$ cat config.mk
export PLATFORM = sky130hd
export DESIGN_NAME = bdcp_core
export DESIGN_NICKNAME = d
export VERILOG_FILES = /design/src/rtl/bdcp_pkg.sv /design/src/rtl/bdcp_core.sv
export SDC_FILE = /design/constraint.sdc
export NUM_CORES = 2
export LEC_CHECK = 0
export BUFFER_PORTS_ARGS = -buffer_cell sky130_fd_sc_hd__buf_2
export CORE_MARGIN = 2
export CORE_UTILIZATION = 55
export CTS_CLUSTER_DIAMETER = 150
export CTS_CLUSTER_SIZE = 14
export DETAILED_ROUTE_END_ITERATION = 7
export PLACE_DENSITY = 0.79
export REMOVE_ABC_BUFFERS = 1
export SETUP_SLACK_MARGIN = 0.2
export SLEW_MARGIN = 30
export SYNTH_ARGS = -nofsm -noshare
export SYNTH_HDL_FRONTEND = slang
export SYNTH_SLANG_ARGS = --single-unit
$ cat constraint.sdc
create_clock -name clk -period 83.2 [get_ports clk]
set_clock_uncertainty 0.2 [all_clocks]
set_input_delay 16.64 -clock clk [delete_from_list [all_inputs] [get_ports clk]]
set_output_delay 16.64 -clock clk [all_outputs]
set_load 0.05 [all_outputs]
$ cat src/rtl/bdcp_pkg.sv
// bdcp_pkg: register map, command codes, status codes and state type of the boot command port
// assumes: byte-wide register access with 8-bit addresses
package bdcp_pkg;

  // register map
  localparam logic [7:0] ADDR_CMD_STAT = 8'h08;
  localparam logic [7:0] ADDR_LENGTH = 8'h09;
  localparam logic [7:0] ADDR_PAY_BASE = 8'h0A;
  localparam logic [7:0] ADDR_PAY_END = 8'h8A;
  localparam logic [7:0] ADDR_CHECKSUM = 8'h8B;
  localparam int PAY_BYTES = 128;

  // reset values
  localparam logic [7:0] RST_BYTE = 8'h00;
  localparam logic [15:0] RST_PTR = 16'h0000;

  // the register set is visible only under this running application identifier
  localparam logic [7:0] BOOT_APP_ID = 8'h80;

  // command codes
  localparam logic [7:0] CMD_REMAP_RESTART = 8'h11;
  localparam logic [7:0] CMD_DOWNLOAD_INIT = 8'h14;
  localparam logic [7:0] CMD_MEM_WRITE = 8'h41;
  localparam logic [7:0] CMD_PTR_SET = 8'h43;

  // payload lengths required per command, and the maximum length for any command
  localparam logic [7:0] LEN_REMAP = 8'h00;
  localparam logic [7:0] LEN_SEED = 8'h01;
  localparam logic [7:0] LEN_PTR = 8'h02;
  localparam logic [7:0] LEN_MAX = 8'h80;

  // checksum inversion mask
  localparam logic [7:0] CSUM_INVERT = 8'hFF;

  // status codes, anything but zero or busy is an error
  localparam logic [7:0] STAT_OK = 8'h00;
  localparam logic [7:0] STAT_BUSY = 8'h01;
  localparam logic [7:0] STAT_CSUM_ERR = 8'h02;
  localparam logic [7:0] STAT_CMD_ERR = 8'h03;
  localparam logic [7:0] STAT_LEN_ERR = 8'h04;

  typedef enum logic [1:0] {
    ST_IDLE,
    ST_SUM,
    ST_EXEC,
    ST_WRITE
  } bdcp_state_t;

  typedef struct packed {
    bdcp_state_t state;
    logic [7:0] cmd;
    logic [7:0] len;
    logic [7:0] csum;
    logic [7:0] status;
    logic [PAY_BYTES-1:0][7:0] pay;
    logic [15:0] ptr;
    logic [7:0] idx;
    logic [7:0] acc;
    logic [7:0] rdData;
    logic memWrEn;
    logic [15:0] memAddr;
    logic [7:0] memWrData;
    logic seedLoad;
    logic [7:0] seedValue;
    logic remapRestart;
  } bdcp_regs_t;

endpackage

$ cat src/rtl/bdcp_core.sv
// bdcp_core: boot command interpreter behind the host register port
// assumes: a serial front end delivers decoded byte reads and writes on clk;
// memory, download hardware and system reset logic sit outside and act on the pulses here
`timescale 1ns/10ps
`default_nettype none

// Function
// - writing command register starts a command; reading gives status, nonzero other than busy (0x01) means error
// - host places payload byte count, at most 0x80, in the length register
// - 128 payload byte registers at consecutive addresses from 0x0A
// - checksum equals inverted 8-bit sum of command, length and payload bytes
// - command 0x11 with no payload remaps program memory and restarts the system
// - remap and restart fires at once after acceptance, no added delay
// - command 0x14 with one seed byte initialises the download hardware
// - command 0x41 copies payload bytes in order to memory at the pointer
// - after a memory write the pointer rests just past the written bytes
// - command 0x43 with two payload bytes loads the memory pointer
// - pointer payload byte zero is the low address byte, byte one the high
// - boot registers exist only while the application identifier is the boot value
module bdcp_core
  import bdcp_pkg::*;
(
  // clock and reset
  input wire logic clk,
  input wire logic rst,
  // running application identifier
  input wire logic [7:0] appId,
  // host register port
  input wire logic [7:0] regAddr,
  input wire logic regWrite,
  input wire logic [7:0] regWrData,
  input wire logic regRead,
  output logic [7:0] regRdData,
  // program memory write port
  output logic memWrEn,
  output logic [15:0] memAddr,
  output logic [7:0] memWrData,
  // download hardware seed
  output logic seedLoad,
  output logic [7:0] seedValue,
  // remap and restart request to the system reset logic
  output logic remapRestart
);

  bdcp_regs_t r_q;
  bdcp_regs_t r_d;
  logic bootMode;
  logic hostWr;

  // decode a register read
  function automatic logic [7:0] readMux(input bdcp_regs_t s, input logic [7:0] a);
    logic [7:0] off;
    off = a - ADDR_PAY_BASE;
    if (a == ADDR_CMD_STAT) begin
      readMux = s.status;
    end else if (a == ADDR_LENGTH) begin
      readMux = s.len;
    end else if (a == ADDR_CHECKSUM) begin
      readMux = s.csum;
    end else if (a >= ADDR_PAY_BASE && a < ADDR_PAY_END) begin
      readMux = s.pay[off[6:0]];
    end else begin
      readMux = RST_BYTE;
    end
  endfunction

  assign bootMode = (appId == BOOT_APP_ID);
  assign hostWr = regWrite && bootMode && (r_q.state == ST_IDLE);

  always_comb begin
    logic [7:0] off;
    off = regAddr - ADDR_PAY_BASE;
    r_d = r_q;
    r_d.memWrEn = 1'b0;
    r_d.seedLoad = 1'b0;
    r_d.remapRestart = 1'b0;
    // reads answer one cycle later; hidden registers read as zero
    if (regRead) begin
      r_d.rdData = bootMode ? readMux(r_q, regAddr) : RST_BYTE;
    end
    unique case (r_q.state)
      ST_IDLE: begin
        if (hostWr) begin
          if (regAddr == ADDR_CMD_STAT) begin
            r_d.cmd = regWrData;
            r_d.status = STAT_BUSY;
            r_d.acc = regWrData + r_q.len;
            r_d.idx = RST_BYTE;
            r_d.state = ST_SUM;
          end else if (regAddr == ADDR_LENGTH) begin
            r_d.len = regWrData;
          end else if (regAddr == ADDR_CHECKSUM) begin
            r_d.csum = regWrData;
          end else if (regAddr >= ADDR_PAY_BASE && regAddr < ADDR_PAY_END) begin
            r_d.pay[off[6:0]] = regWrData;
          end
        end
      end
      ST_SUM: begin
        if (r_q.len > LEN_MAX) begin
          r_d.status = STAT_LEN_ERR;
          r_d.state = ST_IDLE;
        end else if (r_q.idx < r_q.len) begin
          r_d.acc = r_q.acc + r_q.pay[r_q.idx[6:0]];
          r_d.idx = r_q.idx + 8'h01;
        end else if ((r_q.acc ^ CSUM_INVERT) != r_q.csum) begin
          r_d.status = STAT_CSUM_ERR;
          r_d.state = ST_IDLE;
        end else begin
          r_d.state = ST_EXEC;
        end
      end
      ST_EXEC: begin
        r_d.state = ST_IDLE;
        r_d.status = STAT_OK;
        if (r_q.cmd == CMD_REMAP_RESTART) begin
          if (r_q.len == LEN_REMAP) begin
            r_d.remapRestart = 1'b1;
          end else begin
            r_d.status = STAT_LEN_ERR;
          end
        end else if (r_q.cmd == CMD_DOWNLOAD_INIT) begin
          if (r_q.len == LEN_SEED) begin
            r_d.seedLoad = 1'b1;
            r_d.seedValue = r_q.pay[0];
          end else begin
            r_d.status = STAT_LEN_ERR;
          end
        end else if (r_q.cmd == CMD_PTR_SET) begin
          if (r_q.len == LEN_PTR) begin
            r_d.ptr = {r_q.pay[1], r_q.pay[0]};
          end else begin
            r_d.status = STAT_LEN_ERR;
          end
        end else if (r_q.cmd == CMD_MEM_WRITE) begin
          r_d.status = STAT_BUSY;
          r_d.idx = RST_BYTE;
          r_d.state = ST_WRITE;
        end else begin
          r_d.status = STAT_CMD_ERR;
        end
      end
      ST_WRITE: begin
        if (r_q.idx < r_q.len) begin
          r_d.memWrEn = 1'b1;
          r_d.memAddr = r_q.ptr;
          r_d.memWrData = r_q.pay[r_q.idx[6:0]];
          r_d.ptr = r_q.ptr + 16'h0001;
          r_d.idx = r_q.idx + 8'h01;
        end else begin
          r_d.status = STAT_OK;
          r_d.state = ST_IDLE;
        end
      end
    endcase
  end

  always_ff @(posedge clk or posedge rst) begin
    if (rst) begin
      r_q <= '0;
    end else begin
      r_q <= r_d;
    end
  end

  assign regRdData = r_q.rdData;
  assign memWrEn = r_q.memWrEn;
  assign memAddr = r_q.memAddr;
  assign memWrData = r_q.memWrData;
  assign seedLoad = r_q.seedLoad;
  assign seedValue = r_q.seedValue;
  assign remapRestart = r_q.remapRestart;

  // a command write is reported busy until it finishes
  AST_CMD_BUSY: assert property (@(posedge clk) disable iff (rst)
    hostWr && regAddr == ADDR_CMD_STAT |=> r_q.status == STAT_BUSY && r_q.state == ST_SUM)
    else $error("command write did not start execution");

  AST_LEN_STORE: assert property (@(posedge clk) disable iff (rst)
    hostWr && regAddr == ADDR_LENGTH |=> r_q.len == $past(regWrData))
    else $error("length write not stored");

  AST_PAY_STORE: assert property (@(posedge clk) disable iff (rst)
    hostWr && regAddr == ADDR_PAY_BASE |=> r_q.pay[0] == $past(regWrData))
    else $error("first payload byte not stored");

  AST_CSUM_BAD: assert property (@(posedge clk) disable iff (rst)
    r_q.state == ST_SUM && r_q.len <= LEN_MAX && r_q.idx >= r_q.len
      && (r_q.acc ^ CSUM_INVERT) != r_q.csum
    |=> r_q.status == STAT_CSUM_ERR && r_q.state == ST_IDLE && !r_q.memWrEn)
    else $error("bad checksum not reported");

  AST_REMAP_NOW: assert property (@(posedge clk) disable iff (rst)
    r_q.state == ST_EXEC && r_q.cmd == CMD_REMAP_RESTART && r_q.len == LEN_REMAP
    |=> remapRestart ##1 !remapRestart)
    else $error("remap and restart not issued at once");

  AST_SEED_LOAD: assert property (@(posedge clk) disable iff (rst)
    r_q.state == ST_EXEC && r_q.cmd == CMD_DOWNLOAD_INIT && r_q.len == LEN_SEED
    |=> seedLoad && seedValue == $past(r_q.pay[0]))
    else $error("seed not delivered");

  AST_MEM_BYTE: assert property (@(posedge clk) disable iff (rst)
    r_q.state == ST_WRITE && r_q.idx < r_q.len
    |=> memWrEn && memAddr == $past(r_q.ptr) && memWrData == $past(r_q.pay[r_q.idx[6:0]]))
    else $error("memory byte wrong");

  AST_PTR_ADVANCE: assert property (@(posedge clk) disable iff (rst)
    memWrEn |-> r_q.ptr == memAddr + 16'h0001)
    else $error("pointer does not follow written bytes");

  AST_PTR_SET: assert property (@(posedge clk) disable iff (rst)
    r_q.state == ST_EXEC && r_q.cmd == CMD_PTR_SET && r_q.len == LEN_PTR
    |=> r_q.ptr == {$past(r_q.pay[1]), $past(r_q.pay[0])})
    else $error("pointer load byte order wrong");

  AST_HIDDEN: assert property (@(posedge clk) disable iff (rst)
    regRead && !bootMode |=> regRdData == RST_BYTE)
    else $error("registers visible outside boot mode");

  AST_UNKNOWN_CMD: assert property (@(posedge clk) disable iff (rst)
    r_q.state == ST_EXEC && r_q.cmd != CMD_REMAP_RESTART && r_q.cmd != CMD_DOWNLOAD_INIT
      && r_q.cmd != CMD_MEM_WRITE && r_q.cmd != CMD_PTR_SET
    |=> r_q.status == STAT_CMD_ERR && !memWrEn && !seedLoad && !remapRestart)
    else $error("unknown command not refused");

  AST_CMD_CAPTURE: assert property (@(posedge clk) disable iff (rst)
    hostWr && regAddr == ADDR_CMD_STAT |=> r_q.cmd == $past(regWrData))
    else $error("command code not captured");

  AST_STATUS_READ: assert property (@(posedge clk) disable iff (rst)
    regRead && bootMode && regAddr == ADDR_CMD_STAT |=> regRdData == $past(r_q.status))
    else $error("status read does not return status");

  AST_RUN_BUSY: assert property (@(posedge clk) disable iff (rst)
    r_q.state != ST_IDLE |-> r_q.status == STAT_BUSY)
    else $error("running command not reported busy");

  AST_EXEC_DONE: assert property (@(posedge clk) disable iff (rst)
    r_q.state == ST_EXEC && r_q.cmd != CMD_MEM_WRITE
    |=> r_q.state == ST_IDLE && r_q.status != STAT_BUSY)
    else $error("command did not finish");

  AST_LEN_LIMIT: assert property (@(posedge clk) disable iff (rst)
    r_q.state == ST_SUM && r_q.len > LEN_MAX
    |=> r_q.status == STAT_LEN_ERR && r_q.state == ST_IDLE)
    else $error("oversized length accepted");

  AST_PAY_READ: assert property (@(posedge clk) disable iff (rst)
    regRead && bootMode && regAddr == ADDR_PAY_BASE |=> regRdData == $past(r_q.pay[0]))
    else $error("first payload byte not read back");

  AST_CSUM_STORE: assert property (@(posedge clk) disable iff (rst)
    hostWr && regAddr == ADDR_CHECKSUM |=> r_q.csum == $past(regWrData))
    else $error("checksum write not stored");

  AST_SUM_STEP: assert property (@(posedge clk) disable iff (rst)
    r_q.state == ST_SUM && r_q.len <= LEN_MAX && r_q.idx < r_q.len
    |=> r_q.acc == $past(r_q.acc) + $past(r_q.pay[r_q.idx[6:0]]))
    else $error("payload byte not added to the sum");

  AST_CSUM_GOOD: assert property (@(posedge clk) disable iff (rst)
    r_q.state == ST_SUM && r_q.len <= LEN_MAX && r_q.idx >= r_q.len
      && (r_q.acc ^ CSUM_INVERT) == r_q.csum
    |=> r_q.state == ST_EXEC)
    else $error("matching checksum not accepted");

  AST_REMAP_ONLY: assert property (@(posedge clk) disable iff (rst)
    remapRestart |-> r_q.cmd == CMD_REMAP_RESTART && r_q.len == LEN_REMAP)
    else $error("restart without a valid remap command");

  AST_REMAP_PULSE: assert property (@(posedge clk) disable iff (rst)
    remapRestart |=> !remapRestart)
    else $error("restart request longer than one cycle");

  AST_SEED_ONLY: assert property (@(posedge clk) disable iff (rst)
    seedLoad |-> r_q.cmd == CMD_DOWNLOAD_INIT && r_q.len == LEN_SEED)
    else $error("seed pulse without a valid seed command");

  AST_WRITE_ONLY: assert property (@(posedge clk) disable iff (rst)
    memWrEn |-> r_q.state == ST_WRITE && r_q.cmd == CMD_MEM_WRITE)
    else $error("memory write outside a write command");

  AST_IDLE_QUIET: assert property (@(posedge clk) disable iff (rst)
    r_q.state == ST_IDLE |=> !memWrEn && !seedLoad)
    else $error("side effect while idle");

  AST_WRITE_DONE: assert property (@(posedge clk) disable iff (rst)
    r_q.state == ST_WRITE && r_q.idx >= r_q.len
    |=> r_q.state == ST_IDLE && r_q.status == STAT_OK && !memWrEn)
    else $error("memory write did not finish");

  AST_PTR_HOLD: assert property (@(posedge clk) disable iff (rst)
    r_q.state == ST_IDLE |=> r_q.ptr == $past(r_q.ptr))
    else $error("pointer moved between commands");

  AST_HIDDEN_WRITE: assert property (@(posedge clk) disable iff (rst)
    regWrite && !bootMode
    |=> r_q.cmd == $past(r_q.cmd) && r_q.len == $past(r_q.len) && r_q.csum == $past(r_q.csum))
    else $error("write accepted outside boot mode");

  AST_CSUM_SKIP: assert property (@(posedge clk) disable iff (rst)
    r_q.state == ST_SUM |=> !seedLoad && !remapRestart && !memWrEn)
    else $error("side effect before the checksum was checked");

endmodule

`default_nettype wire

Word-level counts from Yosys, hierarchy flattened
Cells that the tools add are included.
{"block": "word_totals", "reg_bits": 1133, "inputBits": 28, "out_inout_bits": 43, "elab_cells": 273}
{"block": "classes", "n_addsub": 5, "n_lt_le_gt_ge": 7, "eq_ne": 28, "n_mux": 66, "n_bitwise": 5, "reduce_logical": 19}
{"operator": "$mux 1024", "n": 4}
{"operator": "$mux 1058", "n": 1}
{"operator": "$bwmux 1024", "n": 1}
{"operator": "$mux 8", "n": 21}
{"operator": "$bmux 8 s7", "n": 2}
{"operator": "$mux 16", "n": 7}
{"operator": "$mux 24", "n": 3}
{"operator": "$pmux 8 s4", "n": 2}
{"operator": "$demux 8 s7", "n": 1}
{"operator": "$mux 25", "n": 2}
{"operator": "$pmux 16 s2", "n": 1}
{"operator": "$mux 9", "n": 3}
{"operator": "$ne 2x2->1 const B", "n": 11}
{"operator": "$mux 10", "n": 2}
{"operator": "$mux 2", "n": 9}
{"operator": "$add 16x1->16 const B", "n": 1}
{"operator": "$add 8x8->8", "n": 2}
{"operator": "$eq 8x4->1 const B", "n": 2}
{"operator": "$eq 8x5->1 const B", "n": 2}
{"operator": "$eq 8x7->1 const B", "n": 2}
{"operator": "$eq 8x8->1 const B", "n": 2}
{"operator": "$lt 7x8->1 const B", "n": 2}
{"operator": "$pmux 8 s2", "n": 1}
{"operator": "$reduce_and 5->1", "n": 3}
{"operator": "28 further kinds", "n": 43}

Depth between registers and ports, before layout
{"block": "depth", "depth_word": 12, "ltp_mapped": 20, "depth_no_buf": 16}

Least setup slack after synthesis
Ideal clock, no wire load.
{"block": "synth_path", "path_kind": "in2reg", "from": "input regAddr[1]", "to": "register r_q, in the netlist regRdData[0]", "setup_time_ps": 129, "t_arrival_ps": 19543, "required_ps": 82871, "setup_slack_ps": 63328, "path_stages": 13, "n_path_buf": 5, "path_cell_list": "buf_2 > buf_2 > buf_1 > inv_1 > ha_1 > clkbuf_1 > clkbuf_1 > mux2i_1 > o22ai_1 > o31ai_1 > nor4_1 > a221oi_1 > o32ai_1"}
{"block": "synth_via", "elab_chain_len": 8, "word_cells_on_any_way": 14, "classes_between": "add/sub: 1; order compare: 2; eq/ne: 3; mux: 7; reduce/logical: 1"}
{"element": "start: declaration", "line_no": "bdcp_core.sv:29", "source": "input wire logic [7:0] regAddr,"}
{"element": "$sub 7x4->7", "line_no": "bdcp_core.sv:53", "source": "off = a - ADDR_PAY_BASE;"}
{"element": "$bmux 8 s7", "line_no": "bdcp_core.sv:61", "source": "readMux = s.pay[off[6:0]];"}
{"element": "$mux 8 (implied by the code)", "line_no": "bdcp_core.sv:61"}
{"element": "$mux 8", "line_no": "bdcp_core.sv:60", "source": "end else if (a >= ADDR_PAY_BASE && a < ADDR_PAY_END) begin"}
{"element": "$mux 8", "line_no": "bdcp_core.sv:58", "source": "end else if (a == ADDR_CHECKSUM) begin"}
{"element": "$mux 8", "line_no": "bdcp_core.sv:56", "source": "end else if (a == ADDR_LENGTH) begin"}
{"element": "$mux 8 (*)", "line_no": "bdcp_core.sv:54", "source": "if (a == ADDR_CMD_STAT) begin"}
{"element": "$mux 8 (*)", "line_no": "bdcp_core.sv:79", "source": "r_d.rdData = bootMode ? readMux(r_q, regAddr) : RST_BYTE;"}
{"element": "end signal: assignment", "line_no": "bdcp_core.sv:162", "source": "r_q <= r_d;"}
{"element": "end: declaration", "line_no": "bdcp_core.sv:45", "source": "bdcp_regs_t r_q;"}
Mark *: on every way between the ends. The rest lies on a longest branch, timed or not. The select of a mux whose other input is x is not followed.
A chain may end at the register's enable or synchronous reset.

==> metrics.cfg <==
[routing]
route.detailed.drc=0
vias_per_cell=7.16
wl_um=170000
dr.pass1.iters=5
ant_nets=0
drtIter0Drc=4563
vias=38800
wl_per_cell_um=31.4

[global_route]
grt_use_met2_pct=45.4
gr-usage-met1_pct=43.1
busiest_layer=met2
grt_use_total_pct=30.6
grt_max_degree=169
grtUsageMet3_pct=8.02
antenna_found_initial=1
globalRouteOverflowTotal=0
grt_pass1_vias=38800
grt_pass1_wl_um=259000

[worst_hold_path]
whs_endpoint=memAddr[9]
hold_start=memAddr[9]
hold_class=register to register
hold_path_depth=1

[floorplan]
coreArea_sq_um=109000
ios=71
die_area_sq_um=113000
die_y_um=336
num_rows=121
chipWidth_um=336
initial_core_util_pct=55.6

[sta]
fin_ws_ns=62.39
fmax_mhz=48.1
hold_viol_final=0
relSlewSlack_pct=30.9
slew_violations=0
fin_crit_sh_pct=25.0
rsz0062_at_grt=false
finalSetupViolations=0
period_minus_slack_ns=20.81
fin_setup_tns_ns=0
tightest_slew_ns=1.04

[setup_path]
crit_path_max_fanout=151
r2r_slack_ns=76.27
crit_path_end_kind=asynchronous set/reset pin
crit_type=primary input to asynchronous set/reset pin
worstReg2RegStart=r_q[51]
reg2reg_depth=16
cp.required_ns=83.72
worst_ep_arrival_time_ns=21.33
start_kind=primary input
worstReg2RegEnd=r_q[50]

[layout]
final_core_util_pct=59.0
drive_gt1_share_pct=47.6
areaGrowthSynthToFinish_pct=6.00
finish.net_count=3998
stdcell_count=5424
n_antenna_cell=0

[yosys]
synth_top_family_by_area=multiplexers
synth_adder_area_share_pct=0.622
ys_ff_latch=1128
syn_area_sq_um=60700
synth.area.top_cells=dfrtp_1 46%, mux4_2 21%, mux2_2 19%
ys_types=66
ys_seq_area_share_pct=46.5
yosys_warnings=0
synthFlopType=dfrtp_1
synth_top_area_share_pct=46.5
synth_mux_area_share_pct=43.5
syn_inst=4068
yosysTopAreaCell=dfrtp_1
synth-async-reset-ratio_pct=100
syn_area_per_cell_sq_um=14.9
synthSimpleGateAreaFrac_pct=3.28
synth-edff-count=0
synth-xor-area-share_pct=0.373
synth-compound-area-share_pct=2.76

[placement]
place.gp.congestion=0.958
dp_hpwl_um=107000
port_buffers=70
placed_cells=5321
pre_cts_slack_ns=61.63

[clock_tree]
ctsResizeCount=0
clkSlewWorstSetupHoldPaths_ns=0.06
clk_latency_ns=0.68
htree_num_levels=3
post_cts_buffers=0
hold_buffers=0
cts_max_path_buffers=3
cts_sinks=1128
cts_tree=yes
cts-root-buf=clkbuf_16
cts_buffers=90

[pwr]
p_per_area_nw_per_um2=15.5
power_leakage_nw=30.5
peakVddDrop_uv=14.0

[run]
maxCapViolations=0

[run_status]
status=finished clean

## layout by cell type (no fill, tap or decap), types with 60 or more instances in the layout
cell type and n:
dfrtp_1 1123, mux2_2 1048, mux4_2 563, nand2_1 204, mux2i_1 159, clkbuf_16 93
o22ai_1 79, nor2_1 69, buf_2 60
## kinds of logic (layout without fill, tap and decap cells)
family,after synthesis,in the layout
mux,1799,1799
flops,1128,1128
simple gates,438,438
buf+inv,384,264
compound gates,265,265
fa+ha+maj,29,29
xor+xnor,25,25
## layout make-up
type | count | area [sq um]
well taps | 1476 | 1850
clock inverters | 3 | 26.3
flip-flops and latches | 1128 | 28200
fillers | 8176 | 44800
multi-input cells | 2556 | 30800
clock buffers | 96 | 2340
repair buffers | 138 | 1060
inverters | 27 | 109
## cells in the mapped netlist, types with 8 or more instances
master	number
dfrtp_1	1128
mux2_2	1048
mux4_2	563
nand2_1	204
clkbuf_1	193
mux2i_1	159
buf_2	83
o22ai_1	79
nor2_1	69
a21oi_1	59
buf_4	52
o21ai_0	47
nor3_1	45
mux2_1	29
ha_1	27
inv_1	25
nand3_1	25
nor2b_1	21
buf_1	17
nand2b_1	14
xor2_1	14
and2_1	10
buf_6	10
nand4_1	10
xnor2_1	10
a22o_1	8
a31oi_1	8
nor2_2	8
nor4_1	8
## registers in the layout, summed over array words and instances (netlist names)
signal	cells
memAddr	16
memWrData	8
memWrEn	1
r_q	1085
regRdData	8
remapRestart	1
seedLoad	1
seedValue	8
## through the flow
step	hold slack [ns]	power, mW	area, sq um
finish	0.300	1.00	64400
detailed placement	0.287	0.615	61900
global placement	0.285	0.615	61900
floorplan	0.266	0.587	59000
global route	0.317	1.03	64400
CTS	0.305	1.00	64300
## worst max-delay path, cell delays in order
cell and delay (ns):
buf_2 0.13, inv_8 0.55, buf_4 0.77, buf_4 0.76, buf_12 0.66, buf_6 0.65
buf_4 0.76
## report_power, final
group,total (mW),internal (mW),switching [mW]
Sequential,0.549,0.548,0.000192
Combinational,0.0568,0.0138,0.0430
Clock,0.395,0.197,0.198
Total,1.00,0.759,0.241
## routing by layer
metal  vias to the layer above  share of wire [%]
li1                      15400                  -
met4                         0                4.6
met3                       398                 11
met2                      2251                 46
met1                     20800                 39
met5                         -                  0
## how the worst max path moves through the flow
stage,startpoint,endpoint,slack (ns),cells past startpoint
after floorplan,rst,memAddr[0],34.59,1
after global placement,rst,r_q[798],61.43,7
after detailed placement,rst,r_q[782],61.63,7
after CTS,rst,r_q[782],62.34,7
after global routing,rst,r_q[804],61.75,7
final,rst,r_q[812],62.39,7
No activity file was read; power rests on OpenSTA's default activity.
